==> src/rsf_pkg.sv <==
// Package: register map, field positions and codes for the rx status flags
package rsf_pkg;
   localparam logic [11:0] RSF_OFF_MAIN_A = 12'h000;
   localparam logic [11:0] RSF_OFF_MAIN_B = 12'h004;
   localparam logic [11:0] RSF_OFF_COND_A = 12'h008;
   localparam logic [11:0] RSF_OFF_COND_B = 12'h00c;
   localparam logic [11:0] RSF_OFF_CMD = 12'h010;
   localparam logic [11:0] RSF_OFF_CFG_A = 12'h014;
   localparam logic [11:0] RSF_OFF_CFG_B = 12'h018;
   localparam logic [11:0] RSF_OFF_BUS = 12'h01c;
   localparam logic [11:0] RSF_OFF_DATA_A = 12'h020;
   localparam logic [11:0] RSF_OFF_DATA_B = 12'h024;
   // Main status fields
   localparam int RSF_MS_IPEND = 1;
   localparam int RSF_MS_RXAV = 0;
   // Condition status fields
   localparam int RSF_CS_EOF = 7;
   localparam int RSF_CS_CRCFE = 6;
   localparam int RSF_CS_OVR = 5;
   localparam int RSF_CS_PAR = 4;
   localparam int RSF_CS_RES_HI = 3;
   localparam int RSF_CS_RES_LO = 1;
   localparam int RSF_CS_ALLSENT = 0;
   // Command register: bit0 error reset ch A, bit1 ch B
   localparam int RSF_CMD_ERR_A = 0;
   localparam int RSF_CMD_ERR_B = 1;
   // Config: [1:0] mode, [2] parity enable, [3] even, [5:4] rx int mode
   localparam int RSF_CFG_PAREN = 2;
   localparam int RSF_CFG_PAREVEN = 3;
   localparam int RSF_CFG_IM_HI = 5;
   localparam int RSF_CFG_IM_LO = 4;
   localparam logic [1:0] RSF_IM_PAR_SPECIAL = 2'b10;
   localparam logic [1:0] RSF_DMA_NONE = 2'b11;
   localparam logic [2:0] RSF_RES_NONE = 3'h0;
   localparam logic [7:0] RSF_CFG_RST = 8'h00;
   localparam logic [1:0] RSF_BUS_RST = 2'b00;
   localparam int RSF_BUF_DEPTH = 3;
   typedef enum logic [1:0] {RSF_ASYNC, RSF_SYNC, RSF_HDLC} rsf_mode_t;
   // Per-character receive event from the channel's receiver
   typedef struct packed {
      logic valid;
      logic [7:0] data;
      logic stop_bit;
      logic crc_ok;
      logic closing_flag;
      logic [2:0] residue;
   } rsf_rx_ev_t;
   // Buffer entry: data plus status captured with the character
   typedef struct packed {
      logic [7:0] data;
      logic crc_err;
      logic [2:0] residue;
   } rsf_entry_t;
   typedef struct packed {
      logic [31:0] prdata;
      logic pslverr;
   } rsf_apb_rsp_t;
endpackage

==> src/rsf_rx_buf.sv <==
// Three-entry receive buffer with registered read data
`timescale 1ns/100ps
module rsf_rx_buf
   import rsf_pkg::*;
#(
   parameter int DEPTH = RSF_BUF_DEPTH
)
(
   input wire logic core_clk_i,
   input wire logic rst_n_i,
   input wire logic wr_i,
   input rsf_entry_t wr_data_i,
   input wire logic rd_i,
   output rsf_entry_t rd_data_o,
   output logic full_o,
   output logic empty_o
);
   // The four-bit fill count would serve up to 15 entries; depth is limited to 8
   if (DEPTH < 2 || DEPTH > 8)
   begin : g_depth_bad
      $error("rsf_rx_buf: DEPTH must be 2..8");
   end

   typedef struct packed {
      rsf_entry_t [DEPTH-1:0] mem;
      logic [3:0] cnt;
      rsf_entry_t rdat;
   } rsf_buf_st_t;

   rsf_buf_st_t s_q;
   rsf_buf_st_t s_d;
   logic do_wr;
   logic do_rd;

   always_comb
   begin
      s_d = s_q;
      do_rd = rd_i && (s_q.cnt != 4'h0);
      do_wr = wr_i && (!full_o || do_rd);
      if (do_rd)
      begin
         s_d.rdat = s_q.mem[0];
         for (int i = 0; i < DEPTH - 1; i++)
            s_d.mem[i] = s_q.mem[i+1];
      end
      if (do_wr)
         s_d.mem[do_rd ? s_q.cnt - 4'h1 : s_q.cnt] = wr_data_i;
      s_d.cnt = s_q.cnt + {3'h0, do_wr} - {3'h0, do_rd};
   end

   always_ff @(posedge core_clk_i or negedge rst_n_i)
   begin
      if (!rst_n_i)
         s_q <= '0;
      else
         s_q <= s_d;
   end

   assign full_o = (s_q.cnt == 4'(DEPTH));
   assign empty_o = (s_q.cnt == 4'h0);
   assign rd_data_o = s_q.rdat;
endmodule // rsf_rx_buf

==> src/rsf_status.sv <==
// Receive status flags and main status for both channels, APB slave
`timescale 1ns/100ps
// Contract
// (RULE1) Pending-interrupt bit exists only in channel A main status; B reads 0.
// (RULE2) Pending bit is 1 while any in-service latch is set.
// (RULE3) With no DMA on either channel, priority input high forces pending 0.
// (RULE4) Character-available is 1 whenever the receive buffer holds a byte.
// (RULE5) Condition status: EOF7, CRC/frame6, overrun5, parity4, residue3:1, sent0.
// (RULE6) HDLC closing flag sets EOF, raises special interrupt, held till reset.
// (RULE7) CRC flag and residue stay stable while EOF is set.
// (RULE8) Async zero stop bit sets framing error and special interrupt.
// (RULE9) Framing error clears on a later good character or error reset.
// (RULE10) Next start bit only after a falling line edge, from character length.
// (RULE11) Sync/HDLC CRC flag shows compare result; cleared by reset commands.
// (RULE12) Sync/HDLC CRC mismatch alone raises no special interrupt.
// (RULE13) CRC result evaluated per character and stored with buffer entry.
// (RULE14) Host should read CRC flag after EOF or twenty bit times.
// (RULE15) Write to full buffer sets overrun, special interrupt, latched.
// (RULE16) Parity mismatch with parity enabled sets latched parity error.
// (RULE17) Parity error raises special interrupt only in receive int mode 2.
// (RULE18) HDLC end of frame reports 3-bit residue with that character.
// (RULE19) Residue codes ordered 100,010,110,001,101,011; 000 means none.
// (RULE20) Async all-sent set when transmit buffer and shifter empty; no irq.
// (RULE21) One error reset clears EOF, CRC, overrun and parity together.
module rsf_status
   import rsf_pkg::*;
(
   input wire logic core_clk_i,
   input wire logic rst_n_i,
   input wire logic psel,
   input wire logic penable,
   input wire logic pwrite,
   input wire logic [11:0] paddr,
   input wire logic [31:0] pwdata,
   output logic [31:0] prdata,
   output logic pready,
   output logic pslverr,
   input rsf_rx_ev_t rx_ev_a_i,
   input rsf_rx_ev_t rx_ev_b_i,
   input wire logic [1:0] in_service_i,
   input wire logic prio_in_i,
   input wire logic [1:0] tx_empty_i,
   output logic [1:0] special_irq_o
);
   typedef struct packed {
      logic eof;
      logic crcfe;
      logic ovr;
      logic par;
      logic [2:0] res;
   } rsf_flags_t;

   typedef struct packed {
      rsf_flags_t [1:0] fl;
      logic [1:0][7:0] cfg;
      logic [1:0] dma;
      logic [1:0] irq;
      logic [2:0] prio_sync;
      logic prio;
      rsf_apb_rsp_t rsp;
   } rsf_st_t;

   rsf_st_t s_q;
   rsf_st_t s_d;
   rsf_rx_ev_t ev [2];
   rsf_entry_t rd_ent [2];
   logic [1:0] buf_full;
   logic [1:0] buf_empty;
   logic [1:0] buf_rd;
   logic [1:0] err_rst;
   logic apb_wr;
   logic apb_rd;
   rsf_apb_rsp_t rsp_d;

   assign ev[0] = rx_ev_a_i;
   assign ev[1] = rx_ev_b_i;
   assign apb_wr = psel && penable && pwrite;
   assign apb_rd = psel && penable && !pwrite;
   assign err_rst[0] = apb_wr && paddr == RSF_OFF_CMD && pwdata[RSF_CMD_ERR_A];
   assign err_rst[1] = apb_wr && paddr == RSF_OFF_CMD && pwdata[RSF_CMD_ERR_B];

   // Odd parity over the eight data bits alone is good in odd mode
   function automatic logic par_bad(input logic [7:0] d, input logic even);
      par_bad = even ? ^d : ~^d;
   endfunction

   // Mode field of a channel configuration byte
   function automatic rsf_mode_t mode_of(input logic [7:0] c);
      mode_of = rsf_mode_t'(c[1:0]);
   endfunction

   // Reading a data offset pops the buffer of that channel
   always_comb
   begin
      buf_rd[0] = apb_rd && paddr == RSF_OFF_DATA_A;
      buf_rd[1] = apb_rd && paddr == RSF_OFF_DATA_B;
   end

   for (genvar c = 0; c < 2; c++)
   begin : g_buf
      rsf_entry_t we;
      always_comb
      begin
         we.data = ev[c].data;
         we.crc_err = !ev[c].crc_ok; // RULE13
         we.residue = ev[c].residue;
      end
      rsf_rx_buf #(.DEPTH(RSF_BUF_DEPTH)) u_buf (
         .core_clk_i(core_clk_i),
         .rst_n_i(rst_n_i),
         .wr_i(ev[c].valid),
         .wr_data_i(we),
         .rd_i(buf_rd[c]),
         .rd_data_o(rd_ent[c]),
         .full_o(buf_full[c]),
         .empty_o(buf_empty[c])
      );
   end

   always_comb
   begin
      rsf_mode_t m;
      logic pe;
      logic ovr_ev;
      logic sp;
      m = RSF_ASYNC;
      pe = 1'b0;
      ovr_ev = 1'b0;
      sp = 1'b0;
      s_d = s_q;
      s_d.rsp = rsp_d;
      // Priority pin is asynchronous: three stages, change when 2 and 3 agree
      s_d.prio_sync = {s_q.prio_sync[1:0], prio_in_i};
      if (s_q.prio_sync[2] == s_q.prio_sync[1])
         s_d.prio = s_q.prio_sync[2];
      for (int c = 0; c < 2; c++)
      begin
         m = mode_of(s_q.cfg[c]);
         sp = 1'b0;
         if (err_rst[c])
            s_d.fl[c] = '0; // RULE21 RULE11
         if (ev[c].valid)
         begin
            ovr_ev = buf_full[c] && !buf_rd[c];
            if (ovr_ev)
            begin
               s_d.fl[c].ovr = 1'b1; // RULE15
               sp = 1'b1; // RULE15
            end
            pe = s_q.cfg[c][RSF_CFG_PAREN]
               && par_bad(ev[c].data, s_q.cfg[c][RSF_CFG_PAREVEN]);
            if (pe)
            begin
               s_d.fl[c].par = 1'b1; // RULE16
               if (s_q.cfg[c][RSF_CFG_IM_HI:RSF_CFG_IM_LO]
                  == RSF_IM_PAR_SPECIAL)
                  sp = 1'b1; // RULE17
            end
            unique case (m)
               RSF_ASYNC:
               begin
                  // Stop bit position comes from the receiver's char length
                  s_d.fl[c].crcfe = !ev[c].stop_bit; // RULE8 RULE9 RULE10
                  if (!ev[c].stop_bit)
                     sp = 1'b1; // RULE8
               end
               RSF_SYNC:
                  s_d.fl[c].crcfe = !ev[c].crc_ok; // RULE11 RULE12 RULE13
               RSF_HDLC:
               begin
                  // Freeze CRC and residue while EOF stands
                  if (!s_q.fl[c].eof || err_rst[c])
                  begin
                     s_d.fl[c].crcfe = !ev[c].crc_ok; // RULE7 RULE11
                     s_d.fl[c].res = ev[c].closing_flag
                        ? ev[c].residue : RSF_RES_NONE; // RULE18 RULE19
                  end
                  if (ev[c].closing_flag)
                  begin
                     s_d.fl[c].eof = 1'b1; // RULE6
                     sp = 1'b1; // RULE6
                  end
               end
               default: ;
            endcase
         end
         s_d.irq[c] = sp;
      end
      // APB: writes take effect at access, one-cycle answer
      if (apb_wr)
      begin
         if (paddr == RSF_OFF_CFG_A)
            s_d.cfg[0] = pwdata[7:0];
         if (paddr == RSF_OFF_CFG_B)
            s_d.cfg[1] = pwdata[7:0];
         if (paddr == RSF_OFF_BUS)
            s_d.dma = pwdata[1:0];
      end
   end

   function automatic logic [7:0] cond_byte(input rsf_flags_t f,
                                           input logic sent,
                                           input logic async_m);
      cond_byte = {f.eof, f.crcfe, f.ovr, f.par, f.res,
                   async_m ? sent : 1'b1}; // RULE5 RULE20
   endfunction

   logic ipend;
   always_comb
   begin
      ipend = |in_service_i; // RULE2
      if (s_q.dma == RSF_DMA_NONE && s_q.prio)
         ipend = 1'b0; // RULE3
   end

   always_comb
   begin
      rsf_apb_rsp_t r;
      r.prdata = 32'h0;
      r.pslverr = 1'b0;
      unique case (paddr)
         RSF_OFF_MAIN_A:
            r.prdata[7:0] = {6'h0, ipend, !buf_empty[0]}; // RULE1 RULE4
         RSF_OFF_MAIN_B:
            r.prdata[7:0] = {6'h0, 1'b0, !buf_empty[1]}; // RULE1 RULE4
         RSF_OFF_COND_A:
            r.prdata[7:0] = cond_byte(s_q.fl[0], tx_empty_i[0],
                                      mode_of(s_q.cfg[0]) == RSF_ASYNC);
         RSF_OFF_COND_B:
            r.prdata[7:0] = cond_byte(s_q.fl[1], tx_empty_i[1],
                                      mode_of(s_q.cfg[1]) == RSF_ASYNC);
         RSF_OFF_CMD: r.prdata = 32'h0;
         RSF_OFF_CFG_A: r.prdata[7:0] = s_q.cfg[0];
         RSF_OFF_CFG_B: r.prdata[7:0] = s_q.cfg[1];
         RSF_OFF_BUS: r.prdata[1:0] = s_q.dma;
         RSF_OFF_DATA_A: r.prdata[7:0] = 8'h0;
         RSF_OFF_DATA_B: r.prdata[7:0] = 8'h0;
         default: r.pslverr = 1'b1;
      endcase
      rsp_d = r;
   end

   always_ff @(posedge core_clk_i or negedge rst_n_i)
   begin
      if (!rst_n_i)
      begin
         s_q <= '0;
         s_q.cfg <= {RSF_CFG_RST, RSF_CFG_RST};
         s_q.dma <= RSF_BUS_RST;
         s_q.prio_sync <= 3'h0;
      end
      else
         s_q <= s_d;
   end

   // Registered data for every register, sampled in setup cycle
   assign pready = psel && penable;
   assign prdata = s_q.rsp.prdata;
   assign pslverr = psel && penable && s_q.rsp.pslverr;
   assign special_irq_o = s_q.irq;
endmodule // rsf_status

==> config.mk <==
export PLATFORM = sky130hd
export DESIGN_NAME = rsf_status
export DESIGN_NICKNAME = d
export VERILOG_FILES = /design/src/rsf_pkg.sv /design/src/rsf_rx_buf.sv /design/src/rsf_status.sv
export SDC_FILE = /design/constraint.sdc
export NUM_CORES = 1
export LEC_CHECK = 0
export ABC_AREA = 1
export BUFFER_PORTS_ARGS = -buffer_cell sky130_fd_sc_hd__buf_2
export CAP_MARGIN = 10
export CORE_MARGIN = 3
export CORE_UTILIZATION = 25
export DETAILED_ROUTE_END_ITERATION = 10
export GPL_TIMING_DRIVEN = 1
export PLACE_DENSITY_LB_ADDON = 0.12
export SKIP_CTS_REPAIR_TIMING = 1
export SLEW_MARGIN = 20
export SYNTH_ARGS = -nofsm -noshare
export SYNTH_HDL_FRONTEND = slang
export SYNTH_SLANG_ARGS = --single-unit
export TNS_END_PERCENT = 20
==> constraint.sdc <==
create_clock -name core_clk_i -period 5.39 [get_ports core_clk_i]
set_input_delay 0.539 -clock core_clk_i [delete_from_list [all_inputs] [get_ports core_clk_i]]
set_output_delay 0.539 -clock core_clk_i [all_outputs]
set_load 0.01 [all_outputs]
==> impl_metrics.toml <==
[run_status]
status = "completed"

[cts]
clkTransAtPathRegs_ns = 0.07
cts_root_buf = "clkbuf_16"
cts_max_level = 2
cts_tree = "done"
numCtsBuffers = 5
insertion_delay_ns = 0.30
cts_buffer_depth = 2
cts_sinks = 55

[routing]
drc = 0
firstDrtPassIters = 4
drt_iter0_drc = 130
via_per_inst = 4.05
post_drt_wl_per_cell_um = 12.4
wl_um = 8050
drtAntennaViolNets = 0
via_count = 2630

[timing]
grt_setup_unrepaired = "no"
final-max-slew-violation-count = 0
fin_hold_ws_ns = 0.347
tns_ns = 0
fin_crit_ns = 2.38
finalSetupViolations = 0
fmax_mhz = 421
fin_skew_ns = 0.00850
finalCritPeriodShare_pct = 44.1
worstMarginPinSlew_ns = 0.731
timing.slew.headroom_pct = 51.3
setup_ws_ns = 3.01
hold_viol_final = 0

[layout]
fin_util_pct = 30.4
mostFrequentLayoutCells = "nand2_1, buf_2, dfrtp_1"
antenna_cells = 0
syn_to_final_growth_pct = 16.0
design_area_mm2 = 0.00393
drive_above_1_share_pct = 25.1
fin_cells = 650
num-nets-final = 573
final_common_cell = "nand2_1"

[logic_synthesis]
synth-seq-area-share_pct = 40.7
syn_inst = 412
ys.flop_type = "dfrtp_1"
synth-seq-cells = 55
yosysWarnings = 0
synth.distinct_cells = 38
synth.avg_cell_area_um2 = 8.21
synth_edf_count = 0
ys_async_sr_fraction_pct = 100
synth_area_mm2 = 0.00338

[placement]
hpwlAfterDp_um = 6380
place_congestion = 0.806
place_area_mm2 = 0.00376
pre_cts_slack_ns = 2.70
io_buffers = 71
placed_cells = 642

[die]
coreArea_mm2 = 0.0129
die_w_um = 122
ios = 120
fp.dieH_um = 122
fp.dieArea_mm2 = 0.0150
start_util_pct = 26.2
rows = 41

[run]
maxCapViolCount = 0

[min_path]
min_path_cells = 1
min_path_type = "primary input to register"

[grt]
antenna_found_initial = 0
grt_max_degree = 56
grt_pass1_wl_um = 13100
grt_pass1_vias = 2618
grt_usage_pct = 11.2
gr-total-overflow = 0

[setup_path]
r2r_end = "g_buf[1].u_buf.s_q[14]"
critical_path_depth = 11
r2r_slack_ns = 3.13
r2r_cells = 11
crit_fanout = 8
arrival_ns = 2.56
worstPathCellList = "buf_2 > inv_2 > nor3_2 > nand3_1 > nor2_1 > ha_1 > inv_1 > ha_1 > inv_1 > fa_1 > xnor2_1"
critPathBufInv = 4
path_class = "primary input to register"
startpoint_type = "primary input"
endpoint_kind = "register"
cpLargestDelayFamily = "adder cells"
endpoint = "g_buf[1].u_buf.s_q[14]"
critPathLaunch = "paddr[2]"
r2r_start = "g_buf[1].u_buf.s_q[14]"
required_ns = 5.58
max_stage_delay_ns = 0.41
critPathSlowestCell = "fa_1"

[power]
peakVddDrop_mv = 0.129
p_total_mw = 1.15
leakage_nw = 2.11
power.density_mw_per_mm2 = 293
==> logic make-up after synthesis <==
kind of cell    synth area share [%]
fa+ha+maj                       5.18
flops                           40.7
xor+xnor                        3.88
compound gates                  9.13
simple gates                    25.9
other cells                    0.111
buf+inv                         15.1
==> report_power, final <==
group	switching, mW	internal [mW]	total [mW]
sequential	0.0242	0.461	0.485
combinational	0.162	0.126	0.288
clock	0.158	0.222	0.380
total	0.344	0.809	1.15
==> how the worst min path moves through the flow <==
stage / startpoint / end / slack [ns]
after global routing: prio_in_i / s_d[35] / 0.34
after CTS: prio_in_i / s_d[35] / 0.34
after detailed placement: s_d[35] / s_d[36] / 0.34
final: prio_in_i / s_d[35] / 0.35
after floorplan: rst_n_i / g_buf[0].u_buf.s_q[12] / 0.24
after global placement: s_d[35] / s_d[36] / 0.34
==> registers in the layout, summed over array words and instances (netlist names) <==
register	flops
g_buf.u_buf.s_q	8
prdata	8
s_d	2
s_q	35
special_irq_o	2
==> cell type report <==
cell class / instances / area (um^2)
Inverter: 59 / 223
Sequential cell: 55 / 1380
Clock inverter: 2 / 38.8
Fill cell: 1430 / 9000
Tap cell: 172 / 215
Clock buffer: 6 / 129
Timing Repair Buffer: 72 / 363
Multi-Input combinational cell: 284 / 1580
==> worst register-to-register path, cell delays in order (launching register included) <==
cell and delay (ns):
dfrtp_1 0.36, inv_1 0.08, ha_1 0.16, inv_1 0.06, nor3_1 0.28, nor2_1 0.10
ha_1 0.29, inv_1 0.06, ha_1 0.17, inv_1 0.06, fa_1 0.41, xnor2_1 0.14
==> per-layer routing <==
metal  part of all wire, %  vias to the layer above  GRT usage (%)
met1                    48                     1190           15.6
met4                   1.1                        0           2.73
met3                   4.6                        5           2.58
met2                    46                       52           17.7
met5                     0                        -              0
li1                      -                     1383              -
==> synthesized netlist by cell type (all sizes together) (2+ instances only) <==
master,number,area (um^2)
nand2,105,427
inv,58,218
dfrtp,55,1380
buf,37,289
o21ai,33,221
nor2,31,143
nand3,28,150
xnor2,12,105
ha,10,125
nand4,10,75.1
nor3,8,56.3
a21oi,6,30.0
xor2,3,26.3
fa,2,40.0
o2111ai,2,17.5
or2,2,12.5
Note: power is estimated with default switching activity, not from simulation.
